File: config.mk
export PLATFORM = sky130hd
export DESIGN_NAME = priv_mode_ctrl
export DESIGN_NICKNAME = d
export VERILOG_FILES = /design/src/verilog/mode_pkg.sv /design/src/verilog/mode_decode.sv /design/src/verilog/priv_mode_ctrl.sv
export SDC_FILE = /design/constraint.sdc
export NUM_CORES = 1
export LEC_CHECK = 0
export ABC_AREA = 1
export BUFFER_PORTS_ARGS = -buffer_cell sky130_fd_sc_hd__buf_4
export CORE_MARGIN = 10
export CORE_UTILIZATION = 25
export CTS_CLUSTER_SIZE = 28
export DETAILED_ROUTE_END_ITERATION = 7
export GPL_ROUTABILITY_DRIVEN = 0
export SLEW_MARGIN = 20
export SYNTH_ARGS = -nofsm -noshare
export SYNTH_HDL_FRONTEND = slang
export SYNTH_SLANG_ARGS = --single-unit
export TNS_END_PERCENT = 10
File: constraint.sdc
create_clock -name sys_clk -period 2.4 [get_ports sys_clk]
set_input_delay 0.48 -clock sys_clk [delete_from_list [all_inputs] [get_ports sys_clk]]
set_output_delay 0.48 -clock sys_clk [all_outputs]
set_load 0.005 [all_outputs]
File: src/verilog/mode_pkg.sv
// Constants, field layouts and types shared by the privilege mode logic
package mode_pkg;

  // Register port geometry
  localparam int ADDR_W = 4;
  localparam int DATA_W = 32;

  // Register indices on the plain register port
  localparam logic [3:0] REG_STATUS = 4'h0;
  localparam logic [3:0] REG_MODE = 4'h1;
  localparam logic [3:0] REG_FAULT = 4'h2;

  // Status word bit positions
  localparam int BIT_ISA4 = 31;
  localparam int BIT_KWIDE = 7;
  localparam int BIT_SWIDE = 6;
  localparam int BIT_UWIDE = 5;
  localparam int SEL_HI = 4;
  localparam int SEL_LO = 3;
  localparam int BIT_ERL = 2;
  localparam int BIT_EXL = 1;

  // Status word reset value and writable bits
  localparam logic [31:0] STATUS_RESET = 32'h0000_0000;
  localparam logic [31:0] STATUS_WMASK = 32'h8000_00FE;

  // Privilege select encodings
  localparam logic [1:0] SEL_KERNEL = 2'h0;
  localparam logic [1:0] SEL_SUPER = 2'h1;
  localparam logic [1:0] SEL_USER = 2'h2;

  // Mode readback register fields
  localparam int MODE_PRIV_LO = 0;
  localparam int MODE_WIDE = 4;
  localparam int MODE_ISA3 = 5;
  localparam int MODE_ISA4 = 6;
  localparam int MODE_REGS = 7;
  localparam int MODE_FORCED = 8;

  // Fault register fields
  localparam int FAULT_FLAG = 0;
  localparam int FAULT_CNT_LO = 8;
  localparam int FAULT_CNT_W = 8;

  // Operating privilege, one-hot
  typedef enum logic [2:0] {
    PRIV_KERNEL = 3'b001,
    PRIV_SUPER = 3'b010,
    PRIV_USER = 3'b100
  } priv_t;

  // Mode bits of the status word
  typedef struct packed {
    logic user_isa4_enable;
    logic kernel_wide_enable;
    logic supervisor_wide_enable;
    logic user_wide_enable;
    logic [1:0] privilege_select;
    logic error_level_flag;
    logic exception_level_flag;
  } status_t;

  // Decoded operating state handed to the pipeline
  typedef struct packed {
    priv_t priv;
    logic wide_addr;
    logic isa3_en;
    logic isa4_en;
    logic full_reg_access;
    logic level_forced;
  } mode_t;

  // Decoded state during reset: kernel, 32-bit, both sets, full access
  localparam mode_t MODE_RESET = '{priv: PRIV_KERNEL, wide_addr: 1'b0, isa3_en: 1'b1,
    isa4_en: 1'b1, full_reg_access: 1'b1, level_forced: 1'b0};

  // Pick mode bits out of a status word
  function automatic status_t unpack_status(input logic [31:0] w);
    status_t s;
    s.user_isa4_enable = w[BIT_ISA4];
    s.kernel_wide_enable = w[BIT_KWIDE];
    s.supervisor_wide_enable = w[BIT_SWIDE];
    s.user_wide_enable = w[BIT_UWIDE];
    s.privilege_select = w[SEL_HI:SEL_LO];
    s.error_level_flag = w[BIT_ERL];
    s.exception_level_flag = w[BIT_EXL];
    return s;
  endfunction

  // Place mode bits back into a status word, other bits zero
  function automatic logic [31:0] pack_status(input status_t s);
    logic [31:0] w;
    w = 32'h0000_0000;
    w[BIT_ISA4] = s.user_isa4_enable;
    w[BIT_KWIDE] = s.kernel_wide_enable;
    w[BIT_SWIDE] = s.supervisor_wide_enable;
    w[BIT_UWIDE] = s.user_wide_enable;
    w[SEL_HI:SEL_LO] = s.privilege_select;
    w[BIT_ERL] = s.error_level_flag;
    w[BIT_EXL] = s.exception_level_flag;
    return w;
  endfunction

endpackage

File: src/verilog/mode_decode.sv
// Combinational decode of status mode bits into privilege and enables
`timescale 1ns/1ps
module mode_decode (
  // Status mode bits
  input mode_pkg::status_t st,
  // Decoded state
  output mode_pkg::mode_t md
);

  wire err_lvl;
  wire exc_lvl;
  wire forced;
  wire sel_kernel;
  wire sel_super;
  wire sel_user;
  wire is_kernel;

  // Error level masks the exception flag entirely
  assign err_lvl = st.error_level_flag;
  assign exc_lvl = !st.error_level_flag && st.exception_level_flag;
  assign forced = err_lvl || exc_lvl;

  // Privilege select applies only with both level flags clear
  assign sel_kernel = !forced && (st.privilege_select == mode_pkg::SEL_KERNEL);
  assign sel_super = !forced && (st.privilege_select == mode_pkg::SEL_SUPER);
  // Select values 10 and the undefined 11 both give user
  assign sel_user = !forced && st.privilege_select[1];
  assign is_kernel = forced || sel_kernel;

  // Privilege level, kernel above supervisor above user
  assign md.priv = is_kernel ? mode_pkg::PRIV_KERNEL :
                   sel_super ? mode_pkg::PRIV_SUPER : mode_pkg::PRIV_USER;

  // Address width per mode; levels use the kernel bit alone
  assign md.wide_addr = is_kernel ? st.kernel_wide_enable :
                        sel_super ? st.supervisor_wide_enable :
                        st.user_wide_enable;

  // Level-III set follows the wide bit outside kernel
  assign md.isa3_en = is_kernel || (sel_super && st.supervisor_wide_enable) ||
                      (sel_user && st.user_wide_enable);

  // Level-IV set: always in kernel and supervisor, user needs extension bit
  assign md.isa4_en = is_kernel || sel_super ||
                      (sel_user && st.user_isa4_enable);

  // Full register access only with kernel privilege
  assign md.full_reg_access = is_kernel;
  assign md.level_forced = forced;

endmodule

File: src/verilog/priv_mode_ctrl.sv
// Privilege and addressing mode controller with status register port
//
// Summary of operation
// - Three privilege levels: kernel, supervisor, user.
// - Select field chooses mode when levels clear.
// - Either level flag forces kernel privilege.
// - Error level makes exception flag don't-care.
// - Mode bits sit at fixed status positions.
// - Output selects 32-bit or 64-bit addressing.
// - Kernel: wide bit sets width, all sets.
// - Supervisor wide bit gives 64-bit and level-III.
// - Supervisor always has level-IV enabled.
// - User wide bit gives 64-bit and level-III.
// - User level-IV only with extension bit.
// - Levels: both sets, kernel wide bit width.
// - Only kernel may modify every register.
// - Mode bits can limit usable instruction sets.
//
// The strobed register port and the placing of the registers were left to the implementer.
`timescale 1ns/1ps
module priv_mode_ctrl (
  // Clock, reset and enable
  input wire logic sys_clk,
  input wire logic rstn,
  input wire logic clk_en,
  // Register port
  input wire logic [mode_pkg::ADDR_W-1:0] reg_addr,
  input wire logic [mode_pkg::DATA_W-1:0] reg_wdata,
  input wire logic reg_wr,
  input wire logic reg_rd,
  output logic [mode_pkg::DATA_W-1:0] reg_rdata,
  // Core events
  input wire logic exc_enter,
  input wire logic err_enter,
  input wire logic exc_return,
  // Decoded mode to the pipeline
  output mode_pkg::mode_t mode_out,
  output logic status_write_refused
);

  // Stored state
  mode_pkg::status_t status_r;
  mode_pkg::status_t status_nxt;
  mode_pkg::mode_t mode_r;
  mode_pkg::mode_t mode_nxt;
  logic fault_r;
  logic fault_nxt;
  logic [mode_pkg::FAULT_CNT_W-1:0] fault_cnt_r;
  logic [mode_pkg::FAULT_CNT_W-1:0] fault_cnt_nxt;
  logic refused_r;
  logic [mode_pkg::DATA_W-1:0] rdata_r;
  logic [mode_pkg::DATA_W-1:0] rdata_nxt;

  // Saturating increment for the refused-write counter
  function automatic logic [mode_pkg::FAULT_CNT_W-1:0] sat_inc(
    input logic [mode_pkg::FAULT_CNT_W-1:0] v
  );
    logic [mode_pkg::FAULT_CNT_W-1:0] r;
    r = v;
    if (v != {mode_pkg::FAULT_CNT_W{1'b1}}) begin
      r = v + {{(mode_pkg::FAULT_CNT_W-1){1'b0}}, 1'b1};
    end
    return r;
  endfunction

  // Address decode
  wire hit_status;
  wire hit_mode;
  wire hit_fault;
  assign hit_status = (reg_addr == mode_pkg::REG_STATUS);
  assign hit_mode = (reg_addr == mode_pkg::REG_MODE);
  assign hit_fault = (reg_addr == mode_pkg::REG_FAULT);

  // Current privilege as seen by software on the port
  wire kernel_now;
  assign kernel_now = mode_r.full_reg_access;

  // Write qualification: only kernel may change mode bits
  wire wr_status;
  wire wr_status_ok;
  wire wr_fault;
  wire wr_fault_ok;
  wire wr_refused;
  assign wr_status = reg_wr && hit_status;
  assign wr_fault = reg_wr && hit_fault;
  assign wr_status_ok = wr_status && kernel_now;
  assign wr_fault_ok = wr_fault && kernel_now;
  assign wr_refused = (wr_status || wr_fault) && !kernel_now;

  // Software view of the status word after an accepted write
  wire [mode_pkg::DATA_W-1:0] wr_masked;
  mode_pkg::status_t sw_status;
  assign wr_masked = reg_wdata & mode_pkg::STATUS_WMASK;
  assign sw_status = wr_status_ok ? mode_pkg::unpack_status(wr_masked) : status_r;

  // Return from a level clears error level first, else exception level
  wire ret_err;
  wire ret_exc;
  assign ret_err = exc_return && status_r.error_level_flag;
  assign ret_exc = exc_return && !status_r.error_level_flag;

  // Hardware entry sets a level flag and wins over any clear
  wire erl_nxt;
  wire exl_nxt;
  assign erl_nxt = err_enter || (sw_status.error_level_flag && !ret_err);
  assign exl_nxt = exc_enter || (sw_status.exception_level_flag && !ret_exc);

  // Next status word: written fields plus level flag updates
  always_comb begin
    status_nxt = sw_status;
    status_nxt.error_level_flag = erl_nxt;
    status_nxt.exception_level_flag = exl_nxt;
  end

  // Decode from the next status so outputs change on the same edge as the status register
  mode_decode u_decode (
    .st(status_nxt),
    .md(mode_nxt)
  );

  // Sticky fault flag: a new refusal wins over a clear
  wire fault_clr;
  assign fault_clr = wr_fault_ok && reg_wdata[mode_pkg::FAULT_FLAG];
  assign fault_nxt = wr_refused || (fault_r && !fault_clr);

  // Counter of refused writes, cleared with the flag
  always_comb begin
    fault_cnt_nxt = fault_cnt_r;
    if (fault_clr) begin
      fault_cnt_nxt = {mode_pkg::FAULT_CNT_W{1'b0}};
    end
    if (wr_refused) begin
      fault_cnt_nxt = sat_inc(fault_clr ? {mode_pkg::FAULT_CNT_W{1'b0}} : fault_cnt_r);
    end
  end

  // Privilege field for the mode readback word
  logic [2:0] priv_code;
  always_comb begin
    case (mode_r.priv)
      mode_pkg::PRIV_KERNEL: priv_code = 3'h1;
      mode_pkg::PRIV_SUPER: priv_code = 3'h2;
      mode_pkg::PRIV_USER: priv_code = 3'h4;
      default: priv_code = 3'h0;
    endcase
  end

  // Mode readback word showing the current decoded state
  logic [mode_pkg::DATA_W-1:0] mode_word;
  always_comb begin
    mode_word = 32'h0000_0000;
    mode_word[mode_pkg::MODE_PRIV_LO +: 3] = priv_code;
    mode_word[mode_pkg::MODE_WIDE] = mode_r.wide_addr;
    mode_word[mode_pkg::MODE_ISA3] = mode_r.isa3_en;
    mode_word[mode_pkg::MODE_ISA4] = mode_r.isa4_en;
    mode_word[mode_pkg::MODE_REGS] = mode_r.full_reg_access;
    mode_word[mode_pkg::MODE_FORCED] = mode_r.level_forced;
  end

  // Fault readback word
  logic [mode_pkg::DATA_W-1:0] fault_word;
  always_comb begin
    fault_word = 32'h0000_0000;
    fault_word[mode_pkg::FAULT_FLAG] = fault_r;
    fault_word[mode_pkg::FAULT_CNT_LO +: mode_pkg::FAULT_CNT_W] = fault_cnt_r;
  end

  // Read mux; unmapped addresses read as zero
  always_comb begin
    rdata_nxt = 32'h0000_0000;
    if (reg_rd) begin
      if (hit_status) begin
        rdata_nxt = mode_pkg::pack_status(status_r);
      end else if (hit_mode) begin
        rdata_nxt = mode_word;
      end else if (hit_fault) begin
        rdata_nxt = fault_word;
      end
    end
  end

  // Status register and decoded mode
  always_ff @(posedge sys_clk or negedge rstn) begin
    if (!rstn) begin
      status_r <= mode_pkg::status_t'(8'h00);
      mode_r <= mode_pkg::MODE_RESET;
    end else if (clk_en) begin
      status_r <= status_nxt;
      mode_r <= mode_nxt;
    end
  end

  // Fault flag, counter and refusal pulse
  always_ff @(posedge sys_clk or negedge rstn) begin
    if (!rstn) begin
      fault_r <= 1'b0;
      fault_cnt_r <= {mode_pkg::FAULT_CNT_W{1'b0}};
      refused_r <= 1'b0;
    end else if (clk_en) begin
      fault_r <= fault_nxt;
      fault_cnt_r <= fault_cnt_nxt;
      refused_r <= wr_refused;
    end
  end

  // Read data stands only in the cycle after the strobe
  always_ff @(posedge sys_clk or negedge rstn) begin
    if (!rstn) begin
      rdata_r <= 32'h0000_0000;
    end else if (clk_en) begin
      rdata_r <= rdata_nxt;
    end
  end

  // Outputs straight from flip-flops
  assign reg_rdata = rdata_r;
  assign mode_out = mode_r;
  assign status_write_refused = refused_r;

endmodule

==> results.cfg, run 1 <==
[global_route]
first_global_vias = 2148
grt_max_degree = 43
antenna_found_initial = 0
grt_overflow = 0
globalRouteTotalUtil_pct = 9.18
grt_first_pass_wirelength_um = 10800

[power_and_ir_drop]
p_leak_nw = 1.56
power_density_mw_per_mm2 = 608
intPower_mw = 1.31
combPwrFrac_pct = 17.9
p_sw_mw = 0.522
vdd_drop_max_mv = 0.242
swShare_pct = 28.5
sequentialPowerShare_pct = 44.5
clkPwrFrac_pct = 37.6

[finish]
fin_area_mm2 = 0.00301
n_fill_cell = 1057
num-nets-final = 392
drive_gt1_share_pct = 26.9
syn2layout_area_growth_pct = 22.5
final_cell_mix = nand2_1, buf_4, inv_1
multi_input_area_mm2 = 0.00110
layout_commonest_cell = nand2_1
seq_area_mm2 = 0.00105
num_antenna_cells = 0

[clock_tree]
cts-hold-fix-buffers = 0
post_cts_buffers = 0
cts_buffer_depth = 2
cts_sinks = 42
cts_max_level = 2
clk_latency_ns = 0.31
root_buffer = clkbuf_8
cts_tree = yes
cts_buffers = 5
clk_pin_slew_ns = 0.09
cts_resized = 0

[sta]
setup_viol = 0
rsz0062_at_grt = no
tightest_slew_ns = 0.615
fmax_mhz = 578
period_minus_slack_ns = 1.73
finClkSkew_ns = 0.00813
hold_viol_final = 0
slew_violations = 0
finalCritPeriodShare_pct = 72.1
slew-limit-headroom_pct = 58.9
setup_tns_ns = 0

[die]
initial_utilization_pct = 25.3
die_w_um = 119
die_area_mm2 = 0.0142
num_rows = 36
coreArea_mm2 = 0.00968
pin_count = 85
die_y_um = 119

[yosys]
synth_top_area_share_pct = 39.8
syn_area_per_cell_um2 = 8.07
synth-seq-cells = 42
synthCells = 304
synth.top_cells.by_area = dfrtp_1, nand2_1, inv_1, buf_4, o21ai_0
synth_area_leader_cell = dfrtp_1
synth_warnings = 0
synth-edff-count = 0
ys_types = 35
syn_area_mm2 = 0.00245
ys_seq_area_share_pct = 43.0
synth_ff_type = dfrtp_1
async_flop_share_pct = 100

[detailed_routing]
drc = 0
route.met3.wl_um = 420
wl_per_cell_um = 13.1
via_per_inst = 4.27
wl_met2_um = 3140
drt_iter0_drc = 78
firstDrtPassIters = 4
drt-total-wl_um = 6310
vias = 2059
wl_met1_um = 2690
top_layer_used = met4
ant_nets = 0

[status]
status = finished, final reports clean

[critical_path]
path_max_fanout = 10
endpoint_kind = register
crit_type = reg2reg
start_kind = register
crit_arrival_ns = 1.99
crit_required_ns = 2.66

[placed_design]
port_buffers = 46
hpwl_um = 4850
placed_cell_area_mm2 = 0.00287

[min_path]
hold_class = in2async

[job]
cap_violations = 0
routing by layer:
metal	GRT usage, %	vias to the layer above
met2	15.6	43
li1	-	1022
met1	10.6	988
met3	3.64	6
met4	2.29	0
met5	0	-
final timing paths:
| check | start | to | slack, ns | cells after the start |
|---|---|---|---|---|
| setup / recovery | mode_out[5]$_DFFE_PN1P_ | mode_out[3]$_DFFE_PN1P_ | 0.67 | 8 |
| hold / removal | rstn | reg_rdata[15]$_DFFE_PN0P_ | 0.16 | 1 |
| setup reg to reg | mode_out[5]$_DFFE_PN1P_ | mode_out[3]$_DFFE_PN1P_ | 0.67 | 8 |
| hold reg to reg | mode_out[3]$_DFFE_PN1P_ | mode_out[3]$_DFFE_PN1P_ | 0.49 | 2 |
| max in group asynchronous | rstn | mode_out[5]$_DFFE_PN1P_ | 1.87 | 1 |
| min in group sys_clk | reg_rd | reg_rdata[7]$_DFFE_PN0P_ | 0.45 | 3 |
final cells by class:
class	instances	area share (%)
timing repair buffer	47	11.7
tap	133	5.53
multi-input combinational	201	36.7
clock inverter	3	2.29
inverter	51	6.41
sequential	42	35.1
clock buffer	5	2.29
power by group through the flow:
stage          clock network [mW]  registers, mW  logic, mW
6_report                    0.688          0.814      0.327
5_1_grt                     0.736          0.824      0.375
4_1_cts                     0.706          0.814      0.330
3_3_place_gp                    0          0.827      0.321
3_5_place_dp                    0          0.828      0.329
2_1_floorplan                   0          0.819      0.231
state kept, by name, indices dropped and copies added (netlist names):
name,count
status_write_refused,1
status_r,8
fault_cnt_r,8
reg_rdata,17
fault_r,1
mode_out,7
worst max-delay path: stages (launching register included):
cell	delay, ns
dfstp_2	0.65
nand4_4	0.24
a21oi_2	0.26
inv_2	0.05
nor2_1	0.15
nand3_1	0.09
nand3_1	0.11
nand2_1	0.06
nand2_1	0.06
Yosys cell counts, types with 3 or more instances:
library cell  instances
nand3_2               5
nand4_1               3
nor2_8                3
nand2_4               4
buf_4                17
nor2_1               15
nand2_1              71
inv_2                 6
o31ai_1               9
nand2_2               5
dfrtp_1              39
o22ai_1               5
a21oi_1               4
dfstp_2               3
nor2_4                3
clkbuf_1              3
nand3_1              19
inv_1                44
o21ai_0              22
nor2_2                3
cell families after synthesis:
| family | share of synthesized area [%] |
|---|---|
| AOI/OAI and AO/OA | 13.0 |
| xor gates and xnor gates | 0.357 |
| and+or+nand+nor | 29.3 |
| buffers and inverters | 14.2 |
| DFF | 43.0 |
| other | 0.153 |
stage by stage:
step | hold WS [ns] | worst slack (ns) | util, % | power, mW | cells
detailed placement | 0.471 | 0.504 | 29.6 | 1.16 | 474
finish | 0.156 | 0.671 | 31.0 | 1.83 | 482
global placement | 0.467 | 0.517 | 29.6 | 1.15 | 474
floorplan | 0.184 | 0.847 | - | 1.05 | 318
global route | 0.185 | 0.516 | 31.0 | 1.94 | 482
CTS | 0.168 | 0.662 | 31.0 | 1.85 | 482
No activity file was read; power rests on OpenSTA's default activity.
==> run 2, diff against run 1 <==
Clock period 2.4 ns to 1.5 ns, I/O delays scaled along.
==> results.cfg, run 2 (same netlist as run 1, synthesis figures left out) <==
[clock_tree]
clk_pin_slew_ns = 0.09
clk_latency_ns = 0.30
cts_sinks = 42
post_cts_buffers = 0
cts_tree = yes
cts_buffer_depth = 2
root_buffer = clkbuf_8
cts_max_level = 2
cts_buffers = 5

[finish]
num_antenna_cells = 0
fin_area_mm2 = 0.00332
largest_register_ffs = 17
fin_cells = 512
syn2layout_area_growth_pct = 35.3
num-nets-final = 422
final_cell_mix = buf_4, nand2_1, inv_1
drive_gt1_share_pct = 37.5
final_core_util_pct = 34.3
layout_commonest_cell = buf_4

[global_route]
antenna_found_initial = 0
first_global_vias = 2320
grt_first_pass_wirelength_um = 11500
grt_overflow = 0
globalRouteTotalUtil_pct = 9.73
grtUsageMet1_pct = 11.3
met3_usage_pct = 2.55
gr-usage-met2_pct = 17.3
globalRoute.busiestLayer = met2
grt_max_degree = 43

[die]
die_y_um = 119
pin_count = 85
die_area_mm2 = 0.0142
initial_utilization_pct = 25.3
die_w_um = 119
coreArea_mm2 = 0.00968
num_rows = 36

[critical_path]
crit_arrival_ns = 1.82
path_cells = buf_6 -> nand2_4 -> inv_4 -> nand2_4 -> nand4_1 -> nor2_2 -> inv_2 -> nand2_4 -> clkinv_4 -> nand3_2 -> nand2_1 -> inv_1
reg2reg_slack_ns = -0.12
path_max_fanout = 5
endpoint_kind = register
start_kind = register
slowest_stage = dfstp_2
crit_required_ns = 1.70
timing.critical_path.buf_inv = 5
cp_top_family = flip-flops
cpPeakStageDelay_ns = 0.62
crit_top_cell = nand2_4
crit_type = reg2reg

[placed_design]
hpwl_um = 5140
port_buffers = 46
dp_cells = 502
placed_cell_area_mm2 = 0.00309

[sta]
hold_viol_final = 0
finClkSkew_ns = 0.00369
finalCritPeriodShare_pct = 108
period_minus_slack_ns = 1.62
worst_hold_slack_ns = 0.278
setup_viol = 13
rsz0062_at_grt = yes
slew-limit-headroom_pct = 63.5
slew_violations = 0
fmax_mhz = 618
worst_slack_ns = -0.118
tightest_slew_ns = 0.548

[status]
violations = negative setup slack
status = complete, but fails checks

[job]
cap_violations = 0

[power_and_ir_drop]
vdd_drop_max_mv = 0.338
p_total_mw = 2.75
p_leak_nw = 1.71
power_density_mw_per_mm2 = 829

[detailed_routing]
ant_nets = 0
firstDrtPassIters = 4
wl_per_cell_um = 13.3
via_per_inst = 4.29
vias = 2198
drt-total-wl_um = 6800
drt_iter0_drc = 83
drc = 0

[min_path]
hold_class = in2reg
run 2: cell types whose count changed in the layout (fill, tap and decap cells not counted), sizes merged:
| cell | change |
|---|---|
| dlygate4sd3 | +1 |
| nand4 | +1 |
| clkbuf | +1 |
| bufinv | -2 |
| buf | +28 |
| clkinvlp | +1 |
run 2: area by class of cell:
class | instances | area, um^2
flip-flops and latches | 42 | 1050
fillers | 1024 | 6360
repair buffers | 76 | 597
multi-input cells | 202 | 1210
clock buffers | 6 | 82.6
inverters | 51 | 199
clock inverters | 2 | 12.5
well taps | 133 | 166
run 2: routing by layer:
| layer | wire length, um | vias to the layer above |
|---|---|---|
| met2 | 3500 | 55 |
| li1 | - | 1090 |
| met4 | 82 | 0 |
| met3 | 328 | 9 |
| met1 | 2890 | 1044 |
| met5 | 0 | - |
run 2: tightest hold or removal path: cells and delay by family:
family                 cells  cell delay, ns
and+or+nand+nor            2            0.13
buffers and inverters      1            0.12
run 2: power by group:
part	switching, mW	total, mW	internal [mW]
sequential	0.0780	1.31	1.23
clock	0.417	0.788	0.371
combinational	0.376	0.655	0.279
total	0.871	2.75	1.88
run 2: what timing repair did:
| action | 4_1_cts | 5_1_grt |
|---|---|---|
| hold endpoints to repair | 6 | 0 |
| endpoints found under the setup margin | 17 | 23 |
| hold buffers | 1 | 0 |
| resized for setup | 26 | 11 |
| pin swaps | 11 | 3 |
| gates cloned | 1 | 0 |
run 2: final timing paths:
path,start,to,depth (start not counted)
worst max-delay path,mode_out[5]$_DFFE_PN1P_,fault_cnt_r[3]$_DFFE_PN0P_,12
worst min-delay path,reg_rd,reg_rdata[5]$_DFFE_PN0P_,3
worst max register to register,mode_out[5]$_DFFE_PN1P_,fault_cnt_r[3]$_DFFE_PN0P_,12
worst min register to register,mode_out[3]$_DFFE_PN1P_,mode_out[3]$_DFFE_PN1P_,2
max in group asynchronous,rstn,mode_out[2]$_DFFE_PN1P_,2
min in group asynchronous,rstn,reg_rdata[14]$_DFFE_PN0P_,2
run 2: stage by stage:
| stage | setup WS, ns | setup TNS (ns) |
|---|---|---|
| 2_1_floorplan | 0.0108 | 0 |
| 3_3_place_gp | -0.124 | -1.17 |
| 3_5_place_dp | -0.146 | -1.46 |
| 4_1_cts | -0.0875 | -0.857 |
| 5_1_grt | -0.239 | -2.51 |
| 6_report | -0.118 | -0.918 |
